--- config.mk ---
export PLATFORM = sky130hd
export DESIGN_NAME = tick_timer
export DESIGN_NICKNAME = d
export VERILOG_FILES = /design/src/design/tick_timer_pkg.sv /design/src/design/tick_core_if.sv /design/src/design/tick_counter_core.sv /design/src/design/tick_reset_sync.sv /design/src/design/tick_timer.sv
export SDC_FILE = /design/constraint.sdc
export NUM_CORES = 1
export LEC_CHECK = 0
export ABC_AREA = 1
export BUFFER_PORTS_ARGS = -buffer_cell sky130_fd_sc_hd__clkbuf_2
export CORE_ASPECT_RATIO = 0.75
export CORE_UTILIZATION = 25
export DETAILED_ROUTE_END_ITERATION = 10
export REMOVE_ABC_BUFFERS = 1
export SKIP_LAST_GASP = 1
export SLEW_MARGIN = 20
export SYNTH_ARGS = -nofsm -noshare
export SYNTH_HDL_FRONTEND = slang
export SYNTH_SLANG_ARGS = --single-unit
--- constraint.sdc ---
create_clock -name I_CLK -period 1.03 [get_ports I_CLK]
set_input_delay 0.0515 -clock I_CLK [delete_from_list [all_inputs] [get_ports I_CLK]]
set_output_delay 0.0515 -clock I_CLK [all_outputs]
set_load 0.05 [all_outputs]
--- src/design/tick_timer_pkg.sv ---
// Constants, types and helpers shared by the tick timer design.
package tick_timer_pkg;
  localparam int unsigned CLK_PERIOD_NS = 10;
  localparam int unsigned ADDR_W        = 17;
  localparam int unsigned IDX_W         = 15;
  // Printed register offsets are indices; the byte address is four times the index.
  localparam logic [IDX_W-1:0] IDX_CTL  = 15'h50c0;
  localparam logic [IDX_W-1:0] IDX_CNT  = 15'h50c1;
  localparam logic [IDX_W-1:0] IDX_CMP  = 15'h50c2;
  localparam logic [IDX_W-1:0] IDX_MASK = 15'h50c3;
  localparam logic [IDX_W-1:0] IDX_FLAG = 15'h50c4;
  localparam int unsigned CTL_RUN_BIT  = 0;
  localparam int unsigned CTL_MODE_BIT = 1;
  localparam int unsigned CTL_CLR_BIT  = 4;
  localparam int unsigned IRQ_BIT      = 0;
  localparam logic [7:0]  CNT_RST      = 8'h00;
  localparam logic [7:0]  CMP_RST      = 8'h00;
  localparam logic        BIT_RST      = 1'b0;
  localparam logic [31:0] RDATA_RST    = 32'h0000_0000;
  localparam logic [7:0]  CNT_STEP     = 8'h01;

  typedef enum logic [1:0] {
    BUS_IDLE = 2'b01,
    BUS_ACK  = 2'b10
  } bus_state_type;

  function automatic logic reg_hit(input logic [ADDR_W-1:0] a, input logic [IDX_W-1:0] idx);
    return a == {idx, 2'b00};
  endfunction
endpackage

--- src/design/tick_core_if.sv ---
// Carrier between the register front end and the counter core.
`timescale 1ns/1ps
interface tick_core_if;
  logic       tick;
  logic       run_wr;
  logic       run_wdata;
  logic       one_shot;
  logic [7:0] cmp;
  logic       clr;
  logic       flag_clr;
  logic [7:0] cnt;
  logic       run;
  logic       flag;
  modport regs (output tick, run_wr, run_wdata, one_shot, cmp, clr, flag_clr, input cnt, run, flag);
  modport core (input tick, run_wr, run_wdata, one_shot, cmp, clr, flag_clr, output cnt, run, flag);
endinterface

--- src/design/tick_counter_core.sv ---
// Counter core: run control, counter, compare match and sticky flag.
`timescale 1ns/1ps
module tick_counter_core
  import tick_timer_pkg::*;
(
  input  wire logic i_clk,
  input  wire logic i_rst_n,
  tick_core_if.core cif
);
  logic       tick_d_r;
  logic       tick_d_nxt;
  logic [7:0] cnt_r;
  logic [7:0] cnt_nxt;
  logic       run_r;
  logic       run_nxt;
  logic       flag_r;
  logic       flag_nxt;
  logic       tick_edge;
  logic       hit;

  always_comb begin
    tick_edge  = cif.tick & ~tick_d_r;
    hit        = run_r & tick_edge & (cnt_r == cif.cmp) & ~cif.clr;
    tick_d_nxt = cif.tick;
    cnt_nxt    = cnt_r;
    if (cif.clr) begin
      cnt_nxt = CNT_RST;
    end else if (run_r & tick_edge) begin
      cnt_nxt = hit ? CNT_RST : cnt_r + CNT_STEP;
    end
    run_nxt = run_r;
    if (hit & cif.one_shot) begin
      run_nxt = 1'b0;
    end
    // A software write in the halting cycle wins, so a restart is never lost.
    if (cif.run_wr) begin
      run_nxt = cif.run_wdata;
    end
    flag_nxt = flag_r;
    if (cif.flag_clr) begin
      flag_nxt = 1'b0;
    end
    // The hardware set outranks the clear so that no match is lost.
    if (hit) begin
      flag_nxt = 1'b1;
    end
  end

  always_ff @(posedge i_clk or negedge i_rst_n) begin
    if (!i_rst_n) begin
      tick_d_r <= 1'b0;
      cnt_r    <= CNT_RST;
      run_r    <= BIT_RST;
      flag_r   <= BIT_RST;
    end else begin
      tick_d_r <= tick_d_nxt;
      cnt_r    <= cnt_nxt;
      run_r    <= run_nxt;
      flag_r   <= flag_nxt;
    end
  end

  assign cif.cnt  = cnt_r;
  assign cif.run  = run_r;
  assign cif.flag = flag_r;
endmodule

--- src/design/tick_reset_sync.sv ---
// Reset synchroniser: asynchronous assertion, release through two flip-flops.
`timescale 1ns/1ps
module tick_reset_sync (
  input  wire logic i_clk,
  input  wire logic i_arst_n,
  output logic      o_rst_n
);
  logic meta_r;
  logic meta_nxt;
  logic rst_r;
  logic rst_nxt;

  always_comb begin
    meta_nxt = 1'b1;
    rst_nxt  = meta_r;
  end

  always_ff @(posedge i_clk or negedge i_arst_n) begin
    if (!i_arst_n) begin
      meta_r <= 1'b0;
      rst_r  <= 1'b0;
    end else begin
      meta_r <= meta_nxt;
      rst_r  <= rst_nxt;
    end
  end

  assign o_rst_n = rst_r;
endmodule

--- src/design/tick_timer.sv ---
// Top of the low-speed 8-bit tick timer with its Avalon-MM register slave.
//
// How it works
// Writing one to bit 4 clears counter.
// Bit 1 picks single-shot or repeat counting.
// Bit 0 starts and stops the counter.
// Counter value readable, eight bits, resets zero.
// Compare value read/write, sets the period.
// Mask bit 0 gates the interrupt request.
// Flag bit 0 sets on match, sticky.
// Write one clears flag; unused bits read zero.
// Count ticks, match sets flag, wraps, halts.
`timescale 1ns/1ps
module tick_timer
  import tick_timer_pkg::*;
(
  input  wire logic                              I_CLK,
  input  wire logic                              I_ARST_N,
  input  wire logic                              I_LS_TICK,
  input  wire logic [tick_timer_pkg::ADDR_W-1:0] I_AVS_ADDRESS,
  input  wire logic                              I_AVS_READ,
  input  wire logic                              I_AVS_WRITE,
  input  wire logic [31:0]                       I_AVS_WRITEDATA,
  input  wire logic [3:0]                        I_AVS_BYTEENABLE,
  output logic      [31:0]                       O_AVS_READDATA,
  output logic                                   O_AVS_WAITREQUEST,
  output logic                                   O_TICK_IRQ
);
  import tick_timer_pkg::*;

  // ********************************************************************
  // Reset and carrier
  // ********************************************************************

  logic rst_n;

  tick_reset_sync u_rst (
    .i_clk    (I_CLK),
    .i_arst_n (I_ARST_N),
    .o_rst_n  (rst_n)
  );

  tick_core_if cif ();

  tick_counter_core u_core (
    .i_clk   (I_CLK),
    .i_rst_n (rst_n),
    .cif     (cif.core)
  );

  // ********************************************************************
  // Bus handshake state
  // ********************************************************************

  bus_state_type state_r;
  bus_state_type state_nxt;
  logic          waitreq_r;
  logic          waitreq_nxt;
  logic [31:0]   rdata_r;
  logic [31:0]   rdata_nxt;

  // ********************************************************************
  // Software-owned control state and the interrupt output register
  // ********************************************************************

  logic       mode_r;
  logic       mode_nxt;
  logic [7:0] cmp_r;
  logic [7:0] cmp_nxt;
  logic       ie_r;
  logic       ie_nxt;
  logic       irq_r;
  logic       irq_nxt;

  // ********************************************************************
  // Decode
  // ********************************************************************

  logic       req;
  logic       take;
  logic       wr_go;
  logic       hit_ctl;
  logic       hit_cnt;
  logic       hit_cmp;
  logic       hit_mask;
  logic       hit_flag;
  logic [7:0] rd_byte;

  always_comb begin
    req      = I_AVS_READ | I_AVS_WRITE;
    hit_ctl  = reg_hit(I_AVS_ADDRESS, IDX_CTL);
    hit_cnt  = reg_hit(I_AVS_ADDRESS, IDX_CNT);
    hit_cmp  = reg_hit(I_AVS_ADDRESS, IDX_CMP);
    hit_mask = reg_hit(I_AVS_ADDRESS, IDX_MASK);
    hit_flag = reg_hit(I_AVS_ADDRESS, IDX_FLAG);
    // The master samples waitrequest low at the edge that ends the ACK state.
    take     = (state_r == BUS_ACK) & req;
    // Only byte lane 0 carries register data; other lanes are ignored.
    wr_go    = take & I_AVS_WRITE & I_AVS_BYTEENABLE[0];
  end

  // Read mux: unused upper bits and the write-only clear bit read as zero.
  always_comb begin
    rd_byte = 8'h00;
    if (hit_ctl) begin
      rd_byte[CTL_RUN_BIT]  = cif.run;
      rd_byte[CTL_MODE_BIT] = mode_r;
    end else if (hit_cnt) begin
      rd_byte = cif.cnt;
    end else if (hit_cmp) begin
      rd_byte = cmp_r;
    end else if (hit_mask) begin
      rd_byte[IRQ_BIT] = ie_r;
    end else if (hit_flag) begin
      rd_byte[IRQ_BIT] = cif.flag;
    end
  end

  // ********************************************************************
  // Bus handshake
  // ********************************************************************

  // One wait state: the request is seen in IDLE, answered in ACK.
  // Read data are captured at the first edge and stand while waitrequest is low.
  always_comb begin
    state_nxt = state_r;
    rdata_nxt = rdata_r;
    unique case (state_r)
      BUS_IDLE: begin
        if (req) begin
          state_nxt = BUS_ACK;
          if (I_AVS_READ) begin
            rdata_nxt = {24'h00_0000, rd_byte};
          end
        end
      end
      BUS_ACK: begin
        state_nxt = BUS_IDLE;
      end
    endcase
    waitreq_nxt = (state_nxt != BUS_ACK);
  end

  always_ff @(posedge I_CLK or negedge rst_n) begin
    if (!rst_n) begin
      state_r   <= BUS_IDLE;
      waitreq_r <= 1'b1;
      rdata_r   <= RDATA_RST;
    end else begin
      state_r   <= state_nxt;
      waitreq_r <= waitreq_nxt;
      rdata_r   <= rdata_nxt;
    end
  end

  // ********************************************************************
  // Control registers and core strobes
  // ********************************************************************

  always_comb begin
    mode_nxt = mode_r;
    cmp_nxt  = cmp_r;
    ie_nxt   = ie_r;
    if (wr_go & hit_ctl) begin
      mode_nxt = I_AVS_WRITEDATA[CTL_MODE_BIT];
    end
    if (wr_go & hit_cmp) begin
      cmp_nxt = I_AVS_WRITEDATA[7:0];
    end
    if (wr_go & hit_mask) begin
      ie_nxt = I_AVS_WRITEDATA[IRQ_BIT];
    end
    // Registered so the output pin never glitches on the gate.
    irq_nxt = cif.flag & ie_r;
  end

  always_ff @(posedge I_CLK or negedge rst_n) begin
    if (!rst_n) begin
      mode_r <= BIT_RST;
      cmp_r  <= CMP_RST;
      ie_r   <= BIT_RST;
      irq_r  <= BIT_RST;
    end else begin
      mode_r <= mode_nxt;
      cmp_r  <= cmp_nxt;
      ie_r   <= ie_nxt;
      irq_r  <= irq_nxt;
    end
  end

  assign cif.tick      = I_LS_TICK;
  assign cif.one_shot  = mode_r;
  assign cif.cmp       = cmp_r;
  assign cif.run_wr    = wr_go & hit_ctl;
  assign cif.run_wdata = I_AVS_WRITEDATA[CTL_RUN_BIT];
  assign cif.clr       = wr_go & hit_ctl & I_AVS_WRITEDATA[CTL_CLR_BIT];
  assign cif.flag_clr  = wr_go & hit_flag & I_AVS_WRITEDATA[IRQ_BIT];

  assign O_AVS_READDATA    = rdata_r;
  assign O_AVS_WAITREQUEST = waitreq_r;
  assign O_TICK_IRQ        = irq_r;
endmodule

# Word level (Yosys, flattened, before mapping)
# Index checks and enable logic that the tools add are counted.
dict set report word_totals {
  wordCells 61
  reg_bits 35
  inputBits 58
  output_inout_bits 34
}
dict set report op_classes {
  add_sub_neg 1
  bitwise 18
  n_mux 16
  eq_ne 9
  reduce_logical 4
}
# cell n
set op_table {}
lappend op_table {{equality test 17 bit (second input constant)} 5}
lappend op_table {{two-way mux 8 bit} 4}
lappend op_table {{AND 1 bit} 15}
lappend op_table {{adder 8 x 1 -> 8 bit (second input constant)} 1}
lappend op_table {{equality test 8 bit} 1}
lappend op_table {{two-way mux 1 bit} 7}
lappend op_table {{two-way mux 7 bit} 1}
lappend op_table {{two-way mux 6 bit} 1}
lappend op_table {{nonzero test 2 bit} 3}
lappend op_table {{two-way mux 2 bit} 2}
lappend op_table {{case mux 2 bit (2 select lines)} 1}
lappend op_table {{AND reduction 3 bit} 1}
lappend op_table {{equality test 2 x 1 -> 1 bit (second input constant)} 1}
lappend op_table {{equality test 2 bit (second input constant)} 1}
lappend op_table {{!= test 2 bit (second input constant)} 1}
lappend op_table {{NOT 1 bit} 2}
lappend op_table {{bitwise OR 1 bit} 1}

# Logic depth before layout (Yosys ltp)
dict set report logic_depth {
  ltp_word 11
  ltp_mapped 10
  ltp_nobuf 10
}

# Hierarchy
# From an unflattened synthesis, not the netlist that was laid out.
dict set report unflattened {
  hier_cells 332
  hier_area_um2 2377.3
}
# module instances cells_per_inst seq_area_each_um2 area_each_um2
set by_module_without_submodules {}
lappend by_module_without_submodules {tick_timer 1 189 553.0 1438.9}
lappend by_module_without_submodules {tick_counter_core 1 140 275.3 884.6}
lappend by_module_without_submodules {tick_reset_sync 1 3 50.0 53.8}

# Worst setup path after synthesis
# No wires, ideal clock.
dict set report synth_timing {
  path_kind {register to register}
  start {register u_core.cnt_r[3] (netlist: u_core.cif.cnt[3])}
  end {register u_core.cnt_r[0] (netlist: u_core.cif.cnt[0])}
  slack_ns -0.301
  synth_period_minus_slack_ns 1.331
  t_arrival_ns 1.212
  n_path_buf 0
  path_stages_with_launch 6
  required_time_ns 0.910
  setup_time_ns 0.120
  cell_sequence {dfrtp_1 or2_1 a21oi_1 nand4_1 nand4_1 nand2_1}
}
dict set report synth_between {
  elab_chain_cells 6
}
# element line
set synth_lines {}
lappend synth_lines {{from (decl)} tick_counter_core.sv:12} ;# logic [7:0] cnt_r;
lappend synth_lines {{from (signal assigned)} tick_counter_core.sv:57} ;# cnt_r <= cnt_nxt;
lappend synth_lines {{equality test 8 bit} tick_counter_core.sv:23} ;# hit = run_r & tick_edge & (cnt_r == cif.cmp) & ~cif.clr;
lappend synth_lines {{AND 1 bit (2 in series)} tick_counter_core.sv:23}
lappend synth_lines {{two-way mux 8 bit} tick_counter_core.sv:29} ;# cnt_nxt = hit ? CNT_RST : cnt_r + CNT_STEP;
lappend synth_lines {{two-way mux 8 bit} tick_counter_core.sv:28} ;# end else if (run_r & tick_edge) begin
lappend synth_lines {{two-way mux 8 bit} tick_counter_core.sv:26} ;# if (cif.clr) begin
# Every way passes these cells. The select of a mux whose other input is x is not followed.
# A chain may end at the register's enable or synchronous reset.

# Final worst setup path
dict set report layout_timing {
  start {register cmp_r[6] (netlist: cif.cmp[6])}
  end {register u_core.cnt_r[6] (netlist: u_core.cif.cnt[6])}
}
dict set report layout_between {
  elab_chain_cells 6
}
# element line
set layout_lines {}
lappend layout_lines {{from (decl)} tick_timer.sv:68} ;# logic [7:0] cmp_r;
lappend layout_lines {{from (signal assigned)} tick_timer.sv:185} ;# cmp_r <= cmp_nxt;
lappend layout_lines {{equality test 8 bit} tick_counter_core.sv:23}
lappend layout_lines {{AND 1 bit (2 in series)} tick_counter_core.sv:23}
lappend layout_lines {{two-way mux 8 bit} tick_counter_core.sv:29}
lappend layout_lines {{two-way mux 8 bit} tick_counter_core.sv:28}
lappend layout_lines {{two-way mux 8 bit} tick_counter_core.sv:26}
# Every way passes these cells. The select of a mux whose other input is x is not followed.

==> flow_summary.yaml <==
floorplan:
  die_width_um: 112
  initial_core_util: 0.262
  core_region_area_sq_um: 8640
  design.die.area_sq_um: 9450
  floorplan.die.height_um: 84.4
  io_pins: 92
  row_count: 29
final_layout:
  layout.cells.most_common_list: "clkbuf_2 (38), buf_4 (38), nand2_1 (34)"
  finalNetCount: 434
  final_design_area_excluding_fillers_sq_um: 3320
  post_route_cells_drive_above_1_share: 0.439
  flow.area_growth_from_synthesis_pct: 46.8
  seqCellArea_sq_um: 880
  combined_area_of_the_multi_input_logic_cells_sq_um: 1290
  layout.filler_cells: 886
  diodes: 0
logic_synthesis:
  synth-adder-area-share: 0.00552
  post_synth_inst_count: 276
  fraction_of_registers_with_async_set_or_reset_after_synthesis: 1.00
  number_of_flops_mapped_to_enable_cells_by_yosys: 0
  ys_seq_elements: 35
  post_synth_xor_area_fraction: 0.0271
  syn_area_sq_um: 2260
  simple_gate_fraction_of_synth_area: 0.322
  seq_area_frac_synth: 0.388
  dominant_combinational_cell_family_by_area_after_synthesis: "simple AND/OR/NAND/NOR gates"
  synthMuxAreaShare: 0.00497
  dominantRegCellSynth: "dfrtp_1"
  synth_compound_gate_area_share: 0.0878
  postSynthAreaPerCell_sq_um: 8.21
  synth.top_cell.area_share: 0.365
  ys_top_cells_by_area: "dfrtp_1 (36%), nand2_1 (8.3%), buf_4 (8.0%)"
  yosys_warnings: 0
  synthDominantAreaCellType: "dfrtp_1"
  yosysUniqueCellTypes: 35
global_route:
  grt_max_degree: 29
  grt.total_usage: 0.142
  number_of_global_route_vias_before_repair: 2047
  grt_first_pass_wirelength_um: 10100
  antenna_found_initial: 0
  globalRoute.totalOverflow: 0
run:
  drv_cap: 0
drt:
  wirelength_um: 6160
  number_of_drc_markers_in_iteration_0: 111
  dr.pass1.iters: 7
  drt-vias-per-instance: 4.28
  vias: 2071
  route.detailed.drc: 1
  detail-route-antenna-nets: 0
  average_wire_length_per_cell_after_detail_routing_um: 12.7
outcome:
  run_status: "finished with violations"
  failed_checks: "design-rule violations, negative setup slack"
pwr:
  static-leakage-power_nw: 1.73
  power.density_cell_area_nw_per_um2: 1500
  irDropWorstVdd_mv: 0.903
  power.internal_w: 0.00332
  p_clk_frac: 0.326
  gate_power_share: 0.340
  total_switching_power_w: 0.00165
  seq_power_share: 0.333
  switching_power_as_a_share_of_total_power: 0.333
setup_path:
  worst_ep_arrival_time_ns: 1.53
  startpoint_type: "flop"
  worstPathMaxFanout: 8
  setup.worst_path.end_class: "flop"
  critPathKind: "reg -> reg"
  worst_ep_required_time_ns: 1.21
placement:
  port_buffers: 40
  hpwl_um: 4100
  gpl.final_weighted_congestion: 0.864
  post_dp_cell_area_sq_um: 2770
timing:
  finalSetupTns_ns: -6.33
  timing_max_transition_violations_final: 0
  grt_setup_unrepaired: "true"
  hold_ws_ns: 0.0271
  final_critical_path_setup_slack_ns: -0.327
  worst_clock_skew_ns: 0.00310
  setup_violations: 30
  fmax_ghz: 0.737
  layout_min_cycle_time_ns: 1.36
  timing.final.hold_violations: 0
  layout_worst_path_cycle_share: 1.32
clocking:
  cts_buffers: 5
  cts_buffer_depth: 2
  insertion_delay_ns: 0.29
  tritoncts_num_sinks: 35
  clock_tree_from_tritoncts: "built"
  htreeDepth: 2
  clkTransAtPathRegs_ns: 0.05
  cts_root_buf: "clkbuf_16"
min_path:
  worst_hold_path_type: "in -> reg"
[metrics by stage]
stage	setup slack (ns)	utilization	power, W	cells
floorplan	-0.301	-	0.00236	269
global placement	-0.386	0.321	0.00290	458
detailed placement	-0.387	0.321	0.00292	458
CTS	-0.330	0.370	0.00486	483
global route	-0.431	0.385	0.00525	484
finish	-0.327	0.385	0.00497	484
[flip-flops by register name, indices dropped and copies added, names as in the netlist, 2 cells and up]
signal	cells
O_AVS_READDATA	8
cif.cmp	8
u_core.cif.cnt	8
state_r	2
[Yosys cell counts, drive strengths merged, types with 2 or more instances]
cell type and n:
nand2 55, inv 35, dfrtp 33, o21ai 32, buf 29, nor2 29
nand3 22, nand4 15, xor2 7, a21oi 3, nand3b 3, conb 2
dfstp 2, nor3 2
[timing repair]
| item | in CTS | in global routing |
|---|---|---|
| hold buffers | 8 | 0 |
| endpoints found under the hold margin | 9 | 0 |
| endpoints found under the setup margin | 29 | 30 |
| cloned | 4 | 0 |
| pin swaps | 13 | 18 |
| setup buffers | 5 | 1 |
| resized for setup | 31 | 36 |
[worst max-delay path: stages (launching register included)]
cell	delay (ns)
dfrtp_1	0.38
xor2_1	0.19
nor3_4	0.24
nand4_1	0.14
buf_6	0.16
nand4_1	0.07
nand2_1	0.07
[final timing paths]
kind	startpoint	to	slack, ns	depth (start not counted)
setup / recovery	cif.cmp[6]	u_core.cif.cnt[6]	-0.33	6
hold / removal	I_AVS_WRITEDATA[0]	cif.cmp[0]	0.03	3
setup reg to reg	cif.cmp[6]	u_core.cif.cnt[6]	-0.33	6
hold reg to reg	u_rst.o_rst_n	O_AVS_READDATA[7]	0.13	0
max in group asynchronous	u_rst.o_rst_n	O_TICK_IRQ	0.44	1
min in group asynchronous	I_ARST_N	u_rst.o_rst_n	0.07	2
[logic make-up (layout without fill, tap and decap cells)]
| family | after synthesis | in the layout |
|---|---|---|
| AOI/OAI and AO/OA | 37 | 37 |
| DFF | 35 | 35 |
| adders and majority gates | 1 | 1 |
| other | 2 | 25 |
| muxes | 1 | 1 |
| and+or+nand+nor | 128 | 131 |
| buffers and inverters | 65 | 139 |
| xor gates and xnor gates | 7 | 7 |
[power groups by stage]
| stage | combinational (W) | clock (W) | sequential [W] |
|---|---|---|---|
| global placement | 0.00127 | 0 | 0.00164 |
| CTS | 0.00156 | 0.00166 | 0.00165 |
| detailed placement | 0.00127 | 0 | 0.00165 |
| floorplan | 0.000600 | 0 | 0.00176 |
| global route | 0.00183 | 0.00174 | 0.00168 |
| finish | 0.00169 | 0.00162 | 0.00166 |
[final cells by class]
type	count	share of cell area
Inverter	35	0.0440
Timing Repair Buffer	96	0.216
Tap cell	108	0.0406
Sequential cell	35	0.265
Multi-Input combinational cell	202	0.387
Clock buffer	8	0.0470
[layer usage]
| layer | global-route usage | wire, um | vias up |
|---|---|---|---|
| li1 | - | - | 1048 |
| met1 | 0.186 | 2970 | 967 |
| met2 | 0.215 | 2670 | 49 |
| met3 | 0.0556 | 452 | 7 |
| met4 | 0.0418 | 68 | 0 |
| met5 | 0 | 0 | - |
(Power assumes the default switching activity.)
